--- src/watch_timer_pkg.sv ---
package watch_timer_pkg;
  // register word indices (the byte address is the index shifted left by two)
  localparam logic [7:0] IDX_COUNT_INTERVAL = 8'h89;
  localparam logic [7:0] IDX_CONTROL = 8'h96;
  localparam logic [7:0] IDX_IRQ_STATUS = 8'hA0;
  localparam logic [7:0] IDX_IRQ_MASK = 8'hA1;
  localparam int ADDR_W = 10;
  localparam logic [9:0] ADDR_COUNT_INTERVAL = {IDX_COUNT_INTERVAL, 2'b00};
  localparam logic [9:0] ADDR_CONTROL = {IDX_CONTROL, 2'b00};
  localparam logic [9:0] ADDR_IRQ_STATUS = {IDX_IRQ_STATUS, 2'b00};
  localparam logic [9:0] ADDR_IRQ_MASK = {IDX_IRQ_MASK, 2'b00};
  // control fields
  localparam int CTL_ENABLE_BIT = 7;
  localparam int CTL_FLAG_BIT = 4;
  localparam int CTL_INTERVAL_LSB = 2;
  localparam int CTL_SOURCE_LSB = 0;
  localparam int INTV_CLEAR_BIT = 7;
  localparam logic [7:0] CONTROL_RESET = 8'h00;
  localparam logic [6:0] INTERVAL_RESET = 7'h7F;
  // counter widths
  localparam int PRESCALE_W = 14;
  localparam int UPPER_W = 7;
  // system clock dividers for the source select
  localparam int DIV_256 = 256;
  localparam int DIV_128 = 128;
  localparam int DIV_64 = 64;
  localparam int SYSDIV_W = 8;
  // prescaler taps
  localparam int TAP_7 = 6;
  localparam int TAP_13 = 12;
  localparam int TAP_14 = 13;
  // display clock tap of the prescaler
  localparam int DISPLAY_TAP = 4;
  // pin input sync depth
  localparam int SYNC_DEPTH = 3;

  typedef enum logic [1:0] {
    SRC_SUB,
    SRC_DIV256,
    SRC_DIV128,
    SRC_DIV64
  } source_t;

  typedef enum logic [1:0] {
    INT_DIV7,
    INT_DIV13,
    INT_DIV14,
    INT_PROG
  } interval_t;

  typedef struct packed {
    logic enable;
    logic flag;
    interval_t interval_sel;
    source_t source_sel;
  } control_t;
endpackage

--- src/pin_sync.sv ---
`timescale 1ns/1ns
`default_nettype none
module pin_sync
  import watch_timer_pkg::*;
(
  input wire logic clk_i,
  input wire logic rst_i,
  input wire logic pin_i,
  output logic level_o,
  output logic rise_o
);
  logic [SYNC_DEPTH-1:0] stage;
  wire agree = stage[1] == stage[2];

  always_ff @(posedge clk_i)
  begin
    if (rst_i)
    begin
      stage <= '0;
      level_o <= 1'b0;
      rise_o <= 1'b0;
    end
    else
    begin
      stage <= {stage[1:0], pin_i};
      if (agree)
        level_o <= stage[2];
      rise_o <= agree && stage[2] && !level_o;
    end
  end
endmodule
`default_nettype wire

--- src/watch_interval_timer.sv ---
`timescale 1ns/1ns
`default_nettype none
module watch_interval_timer
  import watch_timer_pkg::*;
(
  input wire logic clk_i,
  input wire logic rst_i,
  input wire logic wb_cyc_i,
  input wire logic wb_stb_i,
  input wire logic wb_we_i,
  input wire logic [ADDR_W-1:0] wb_adr_i,
  input wire logic [3:0] wb_sel_i,
  input wire logic [31:0] wb_dat_i,
  output logic [31:0] wb_dat_o,
  output logic wb_ack_o,
  output logic wb_err_o,
  input wire logic sub_clk_i,
  input wire logic stop_mode_i,
  input wire logic irq_ack_i,
  output logic irq_req_o,
  output logic irq_o,
  output logic display_clk_o,
  output logic [6:0] upper_count_o
);
  control_t ctl;
  logic [6:0] interval_value;
  logic clear_pending;
  logic [PRESCALE_W-1:0] prescale;
  logic [UPPER_W-1:0] upper;
  logic [SYSDIV_W-1:0] sysdiv;
  logic [1:0] irq_status;
  logic [1:0] irq_mask;
  logic [PRESCALE_W-1:0] prescale_d;
  logic [UPPER_W-1:0] upper_d;
  logic sub_level;
  logic sub_rise;
  logic tick;

  pin_sync u_sub_sync (
    .clk_i(clk_i),
    .rst_i(rst_i),
    .pin_i(sub_clk_i),
    .level_o(sub_level),
    .rise_o(sub_rise)
  );

  // bus decode
  wire req = wb_cyc_i && wb_stb_i && !wb_ack_o && !wb_err_o;
  wire hit_cnt = wb_adr_i == ADDR_COUNT_INTERVAL;
  wire hit_ctl = wb_adr_i == ADDR_CONTROL;
  wire hit_sts = wb_adr_i == ADDR_IRQ_STATUS;
  wire hit_msk = wb_adr_i == ADDR_IRQ_MASK;
  wire mapped = hit_cnt || hit_ctl || hit_sts || hit_msk;
  wire wr_lane0 = req && wb_we_i && wb_sel_i[0];
  wire wr_cnt = wr_lane0 && hit_cnt;
  wire wr_ctl = wr_lane0 && hit_ctl;
  wire wr_msk = wr_lane0 && hit_msk;
  wire rd_sts = req && !wb_we_i && hit_sts;

  // watch clock source
  wire sys_tick_256 = sysdiv == SYSDIV_W'(DIV_256 - 1);
  wire sys_tick_128 = sysdiv[6:0] == 7'(DIV_128 - 1);
  wire sys_tick_64 = sysdiv[5:0] == 6'(DIV_64 - 1);
  wire sub_tick = sub_rise && sub_level;
  // sub clock passes in stop mode; system divider is frozen there
  wire sys_ok = !stop_mode_i;
  wire src_tick =
    (ctl.source_sel == SRC_SUB) ? sub_tick :
    (ctl.source_sel == SRC_DIV256) ? (sys_ok && sys_tick_256) :
    (ctl.source_sel == SRC_DIV128) ? (sys_ok && sys_tick_128) :
    (sys_ok && sys_tick_64);
  wire run = ctl.enable && !clear_pending;
  wire count_tick = run && src_tick;

  // interval end detection on the 21-bit counter
  wire pre_wrap = prescale == {PRESCALE_W{1'b1}};
  wire hit7 = prescale[TAP_7:0] == {(TAP_7 + 1){1'b1}};
  wire hit13 = prescale[TAP_13:0] == {(TAP_13 + 1){1'b1}};
  wire hit14 = prescale[TAP_14:0] == {(TAP_14 + 1){1'b1}};
  wire upper_match = upper == interval_value;
  wire prog_end = pre_wrap && upper_match;
  wire interval_end =
    (ctl.interval_sel == INT_DIV7) ? hit7 :
    (ctl.interval_sel == INT_DIV13) ? hit13 :
    (ctl.interval_sel == INT_DIV14) ? hit14 :
    prog_end;

  always_comb
  begin
    prescale_d = prescale;
    upper_d = upper;
    if (!ctl.enable || clear_pending)
    begin
      prescale_d = '0;
      upper_d = '0;
    end
    else if (count_tick)
    begin
      prescale_d = PRESCALE_W'(prescale + 1'b1);
      if (pre_wrap)
        upper_d = upper_match ? '0 : UPPER_W'(upper + 1'b1);
    end
  end

  assign tick = count_tick && interval_end;

  // flag: hardware set wins over clear by write or acknowledge
  wire flag_clr = (wr_ctl && !wb_dat_i[CTL_FLAG_BIT]) || irq_ack_i;
  wire next_flag = tick ? 1'b1 : (flag_clr ? 1'b0 : ctl.flag);
  wire [1:0] sts_set = {1'b0, tick};
  wire [1:0] next_irq_status = sts_set | (rd_sts ? 2'b00 : irq_status);

  wire [7:0] ctl_byte = {ctl.enable, 2'b00, ctl.flag,
    ctl.interval_sel, ctl.source_sel};
  wire [7:0] rd_byte =
    hit_cnt ? {1'b0, upper} :
    hit_ctl ? ctl_byte :
    hit_sts ? {6'h00, irq_status} :
    hit_msk ? {6'h00, irq_mask} : 8'h00;

  always_ff @(posedge clk_i)
  begin
    if (rst_i)
    begin
      sysdiv <= '0;
      prescale <= '0;
      upper <= '0;
    end
    else
    begin
      sysdiv <= sys_ok ? SYSDIV_W'(sysdiv + 1'b1) : sysdiv;
      prescale <= prescale_d;
      upper <= upper_d;
    end
  end

  always_ff @(posedge clk_i)
  begin
    if (rst_i)
    begin
      ctl <= control_t'({CONTROL_RESET[CTL_ENABLE_BIT],
        CONTROL_RESET[CTL_FLAG_BIT], CONTROL_RESET[3:0]});
      interval_value <= INTERVAL_RESET;
      clear_pending <= 1'b0;
    end
    else
    begin
      if (wr_ctl)
      begin
        ctl.enable <= wb_dat_i[CTL_ENABLE_BIT];
        ctl.interval_sel <= interval_t'(wb_dat_i[CTL_INTERVAL_LSB +: 2]);
        ctl.source_sel <= source_t'(wb_dat_i[CTL_SOURCE_LSB +: 2]);
      end
      ctl.flag <= next_flag;
      if (wr_cnt)
        interval_value <= wb_dat_i[6:0];
      clear_pending <= wr_cnt && wb_dat_i[INTV_CLEAR_BIT];
    end
  end

  always_ff @(posedge clk_i)
  begin
    if (rst_i)
    begin
      irq_status <= 2'b00;
      irq_mask <= 2'b00;
      irq_o <= 1'b0;
      irq_req_o <= 1'b0;
    end
    else
    begin
      irq_status <= next_irq_status;
      if (wr_msk)
        irq_mask <= wb_dat_i[1:0];
      irq_o <= |(next_irq_status & (wr_msk ? wb_dat_i[1:0] : irq_mask));
      irq_req_o <= tick;
    end
  end

  always_ff @(posedge clk_i)
  begin
    if (rst_i)
    begin
      wb_ack_o <= 1'b0;
      wb_err_o <= 1'b0;
      wb_dat_o <= '0;
      display_clk_o <= 1'b0;
      upper_count_o <= '0;
    end
    else
    begin
      wb_ack_o <= req && mapped;
      wb_err_o <= req && !mapped;
      wb_dat_o <= (req && !wb_we_i) ? {24'h000000, rd_byte} : 32'h00000000;
      display_clk_o <= ctl.enable && prescale_d[DISPLAY_TAP];
      upper_count_o <= upper_d;
    end
  end
endmodule
`default_nettype wire

--- config.mk ---
export PLATFORM = sky130hd
export DESIGN_NAME = watch_interval_timer
export DESIGN_NICKNAME = d
export VERILOG_FILES = /design/src/watch_timer_pkg.sv /design/src/pin_sync.sv /design/src/watch_interval_timer.sv
export SDC_FILE = /design/constraint.sdc
export NUM_CORES = 1
export LEC_CHECK = 0
export ABC_AREA = 1
export BUFFER_PORTS_ARGS = -buffer_cell sky130_fd_sc_hd__buf_2
export CAP_MARGIN = 30
export CORE_MARGIN = 10
export CORE_UTILIZATION = 52
export DETAILED_ROUTE_END_ITERATION = 12
export PLACE_DENSITY = 0.8
export SYNTH_ARGS = -nofsm -noshare
export SYNTH_HDL_FRONTEND = slang
export SYNTH_SLANG_ARGS = --single-unit
--- constraint.sdc ---
create_clock -name clk_i -period 2.48 [get_ports clk_i]
set_clock_uncertainty 0.1 [all_clocks]
set_input_delay 0.372 -clock clk_i [delete_from_list [all_inputs] [get_ports clk_i]]
set_output_delay 0.372 -clock clk_i [all_outputs]
set_load 0.05 [all_outputs]
After elaboration in Yosys (flattened, before gate mapping)
Index checks and enable logic that the tools add are counted.
Word-level totals
  flip-flop bits (word level): 89
  bits of input ports: 54
  output and inout port bits: 44
  logic and storage cells: 109
Operators by class
  multiplexer cells: 17
  add/sub/neg operators: 3
  equal/unequal tests: 16
  bitwise operators: 3
  reductions and logical operators: 47
Operators with widths (number)
  $eq 10x10->1 const B: 4
  $logic_and 1x1->1: 25
  $mux 8: 2
  $add 14x1->14 const B: 1
  $eq 14x14->1 const B: 1
  $eq 7x7->1 const B: 2
  $eq 13x13->1 const B: 1
  $mux 5: 2
  $logic_not 1->1: 9
  $add 8x1->8 const B: 1
  $eq 8x8->1 const B: 1
  $mux 1: 8
  $mux 2: 4
  $add 7x1->7 const B: 1
  $eq 7x7->1: 1
  $mux 7: 1
  $eq 6x6->1 const B: 1
  $reduce_or 2->1: 3
  $logic_or 1x1->1: 5
  $eq 2x1->1 const B: 2
  $eq 2x2->1 const B: 2
  $logic_not 2->1: 2
  $reduce_or 3->1: 1
  $and 2x2->2: 1
  5 further kinds: 5

Logic depth before layout (Yosys ltp)
  word-level depth: 10
  mapped depth: 12
  mapped depth without buffers: 12

Modules after synthesis
From an unflattened synthesis, not the netlist that was laid out.
Unflattened totals
  cell total of the unflattened synthesis: 466
  area, all modules: 3316.9 um^2
By module, submodules not included
  watch_interval_timer: cells each 446, sequential area each 1201.2 um^2, area an instance 3151.8 um^2, times used 1
  pin_sync: cells each 20, sequential area each 100.1 um^2, area an instance 165.2 um^2, times used 1

Worst setup path after synthesis
OpenSTA, ideal clock, no wires.
  kind: reg-to-reg
  from: register upper_count_o[3] (netlist name)
  to: register upper_count_o[1]
  data required time: 2.266 ns
  data arrival time: 1.567 ns
  clock period less this slack: 1.781 ns
  cell stages (with the launch flop): 10
  slack: 0.699 ns
  buffers on the path: 0
  path through: dfxtp_1 -> inv_1 -> nand2_1 -> nand2_1 -> nor2_1 -> nand2_1 -> nor2_1 -> nand2_1 -> nand2_1 -> nor2_1
RTL lines
  end signal, assigned: RTL line watch_interval_timer.sv:196  | upper_count_o <= upper_d;
  end, declared: RTL line watch_interval_timer.sv:23  | output logic [6:0] upper_count_o

Worst setup path in the final report
  from: register sysdiv[1]
  to: register upper_count_o[1]
Between the ends
  word-level cells in the longest chain between the ends: 7
  elaborated cells on any way between the ends: 11
  classes of those cells: eq/ne (3); mux (3); reduce/logical (5)
RTL lines
  start, declared: RTL line watch_interval_timer.sv:30  | logic [SYSDIV_W-1:0] sysdiv;
  start signal, assigned: RTL line watch_interval_timer.sv:131  | sysdiv <= sys_ok ? SYSDIV_W'(sysdiv + 1'b1) : sysdiv;
  $eq 7x7->1 or $eq 6x6->1 (tied branches): RTL line watch_interval_timer.sv:62, watch_interval_timer.sv:63
  $logic_and 1x1->1, on equally long branches: RTL line watch_interval_timer.sv:70, watch_interval_timer.sv:71
  $mux 1: RTL line watch_interval_timer.sv:70  | (ctl.source_sel == SRC_DIV128) ? (sys_ok && sys_tick_128) :
  $mux 1 (*): RTL line watch_interval_timer.sv:69  | (ctl.source_sel == SRC_DIV256) ? (sys_ok && sys_tick_256) :
  $mux 1 (*): RTL line watch_interval_timer.sv:68  | (ctl.source_sel == SRC_SUB) ? sub_tick :
  $logic_and 1x1->1 (*): RTL line watch_interval_timer.sv:73  | wire count_tick = run && src_tick;
  $reduce_and 2->1 (no source line) (*)
Every way passes the cells marked *; elsewhere a longest branch is shown, timed or not.
A chain may end at the register's enable or synchronous reset.

==> reports/metrics.csv <==
metric;value;unit
cts_hold_buf;0;
timing.max_cap.violations;0;
grt_pass1_vias;2901;
post_cts.repair.setup_buffers;0;
antenna_found_initial;0;
hold_violations;0;
num-nets-final;574;
fin_util;62.0;%
timing_worst_setup_path_type;register to register;
initialDrtViolationCount;108;
start_util;54.6;%
antenna_violating_nets_post_route;0;
worst_skew_pair.late_latency;0.34;ns
fin_area;3740;um^2
finalWorstPathRequiredPeriod;2.07;ns
post-layout-total-power;0.00223;W
post_synth_main_area_contributors;sky130_fd_sc_hd__dfxtp_1 40%, sky130_fd_sc_hd__nand2_1 12%, sky130_fd_sc_hd__inv_1 6.5%, sky130_fd_sc_hd__buf_4 5.9%, sky130_fd_sc_hd__nor2_1 5.9%;
groute.usage.overall;15.5;%
crit_path_start_kind;register;
critPathRequiredTime;2.62;ns
setup-tns-final;0;ns
overflow;0;
crit_fanout;18;
clk_pin_slew;0.07;ns
pin_count_of_the_biggest_net_entering_global_routing;21;
synthFlopType;sky130_fd_sc_hd__dfxtp_1;
worst_slew_margin_rel;65.0;%
ctsHtreeMaxLevel;3;
coreArea;6030;um^2
port_buffers;46;
top_cell_type_by_total_area_after_synthesis;sky130_fd_sc_hd__dfxtp_1;
die_ht;99.6;um
number_of_fill_cells;571;
async_flop_share;0;%
die-area;9910;um^2
detail_route.vias_per_cell;4.99;
antenna_diodes;0;
synth_cell_types;40;
rsz0062_at_grt;false;
power.density_cell_area;596;nW/um^2
clkSinkCount;65;
cts_repair_resize_count;0;
layout_worst_path_cycle_share;83.6;%
placement_rows;28;
final_max_slew_viol_count;0;
clock_tree.root_cell;sky130_fd_sc_hd__clkbuf_8;
share_of_post_route_cells_with_drive_strength_above_1;16.5;%
route.detailed.drc;0;
placed_cell_area;3510;um^2
ys_seq_area_share;39.5;%
worst-endpoint-arrival;2.21;ns
worst_ir_drop_vdd;0.369;mV
syn_area_per_cell;7.09;um^2
synth_enable_flop_cells;0;
mostFrequentLayoutCells;105 x sky130_fd_sc_hd__nand2_1, 65 x sky130_fd_sc_hd__dfxtp_1, 57 x sky130_fd_sc_hd__inv_1, 52 x sky130_fd_sc_hd__nor2_1, 46 x sky130_fd_sc_hd__buf_2;
status;finished clean;
drt_wl_total;7600;um
multi_input_gate_area;1630;um^2
synth-warning-count;0;
dpl.hpwl;5870;um
setup-violations-final;0;
cp-end-kind;register;
most_common_cell_after_layout_fill_and_taps_aside;sky130_fd_sc_hd__nand2_1;
synthesis.instances;464;
first_pass_iters;4;
synth.top_cell.area_share;39.5;%
synth.ff_latch_count;65;
cts_inserted_buffers;9;
synthesis_to_finish_area_growth;13.6;%
cell_area_after_synthesis;3290;um^2
routabilityCongestion;0.871;
layout.area.seq;1300;um^2
route.detailed.wl_per_inst;12.8;um
io_pins;98;
via_count;2976;
tritoncts;yes;
worst_hold_path_type;primary input to register;
p_leak;1.62;nW
floorplan.die.width;99.6;um
achievable-frequency;483;MHz
cts_max_path_buffers;2;
grt_first_pass_wirelength;12700;um
worst-slew-pin-transition;0.524;ns
==> path summary, 6_finish.rpt <==
| check | end | cells past startpoint | slack, ns | from |
|---|---|---|---|---|
| setup / recovery | upper_count_o[1] | 10 | 0.41 | sysdiv[1] |
| hold / removal | u_sub_sync.stage[0] | 3 | 0.13 | sub_clk_i |
| hold reg to reg | u_sub_sync.stage[1] | 2 | 0.31 | u_sub_sync.stage[0] |
| setup reg to reg | upper_count_o[1] | 10 | 0.41 | sysdiv[1] |
==> cells by family after synthesis <==
group,after synthesis,share of synthesized area (%)
and+or+nand+nor,229,31.8
buffers and inverters,92,13.5
DFF,65,39.5
AOI/OAI and AO/OA,63,10.8
xor gates and xnor gates,10,2.66
adders and majority gates,4,1.52
other,1,0.114
==> cell type report <==
type	instances	area share, %
inverters	61	6.13
clock inverters	5	2.08
repair buffers	49	6.76
clock buffers	11	4.05
well taps	75	2.51
multi-input cells	330	43.7
flip-flops and latches	65	34.8
==> critical path, cell delays in order, from the launching register on <==
cell	delay [ns]
sky130_fd_sc_hd__dfxtp_1	0.36
sky130_fd_sc_hd__ha_1	0.21
sky130_fd_sc_hd__nand4_2	0.14
sky130_fd_sc_hd__nor2_2	0.15
sky130_fd_sc_hd__nand3_1	0.09
sky130_fd_sc_hd__nand2_1	0.12
sky130_fd_sc_hd__nand2_4	0.17
sky130_fd_sc_hd__inv_2	0.24
sky130_fd_sc_hd__nand2_2	0.16
sky130_fd_sc_hd__o21ai_1	0.16
sky130_fd_sc_hd__nor2_1	0.05
==> flip-flops by register name, indices dropped and copies added (netlist names) <==
signal / count
u_sub_sync.level_o: 1
u_sub_sync.rise_o: 1
irq_o: 1
wb_dat_o: 8
sysdiv: 8
wb_err_o: 1
display_clk_o: 1
clear_pending: 1
upper_count_o: 7
interval_value: 7
u_sub_sync.stage: 3
irq_req_o: 1
irq_status: 2
wb_ack_o: 1
prescale: 14
ctl: 6
irq_mask: 2
==> synth_stat cells (all sizes together) (2+ instances only) <==
cell / instances
a21oi: 31
nand4: 11
o32ai: 3
o211ai: 2
xor2: 6
ha: 4
inv: 60
dfxtp: 65
nor2: 57
o21ai: 21
clkbuf: 3
nor3b: 2
nand3: 29
xnor2: 4
nor3: 18
nand3b: 3
nand2: 108
buf: 28
==> power breakdown <==
part,total [W],switching [W],leakage (nW),internal (W)
clock,0.00102,0.000403,0.115,0.000617
combinational,0.000155,0.000127,0.977,0.0000276
sequential,0.00105,0.00000423,0.525,0.00105
total,0.00223,0.000534,1.62,0.00169
==> metrics by stage <==
step | hold slack, ns | cells | setup WS, ns
floorplan | 0.288 | 487 | 0.699
global placement | 0.294 | 580 | 0.469
detailed placement | 0.303 | 580 | 0.430
CTS | 0.123 | 596 | 0.417
global route | 0.144 | 596 | 0.229
finish | 0.135 | 596 | 0.408
==> routing by layer <==
metal	wire, um	vias to the layer above	track usage [%]
met5	0	-	0
met4	189	0	10.3
met3	453	15	4.22
met2	3760	77	26.2
met1	3200	1335	16.5
li1	-	1549	-
Note: power is estimated with default switching activity, not from simulation.
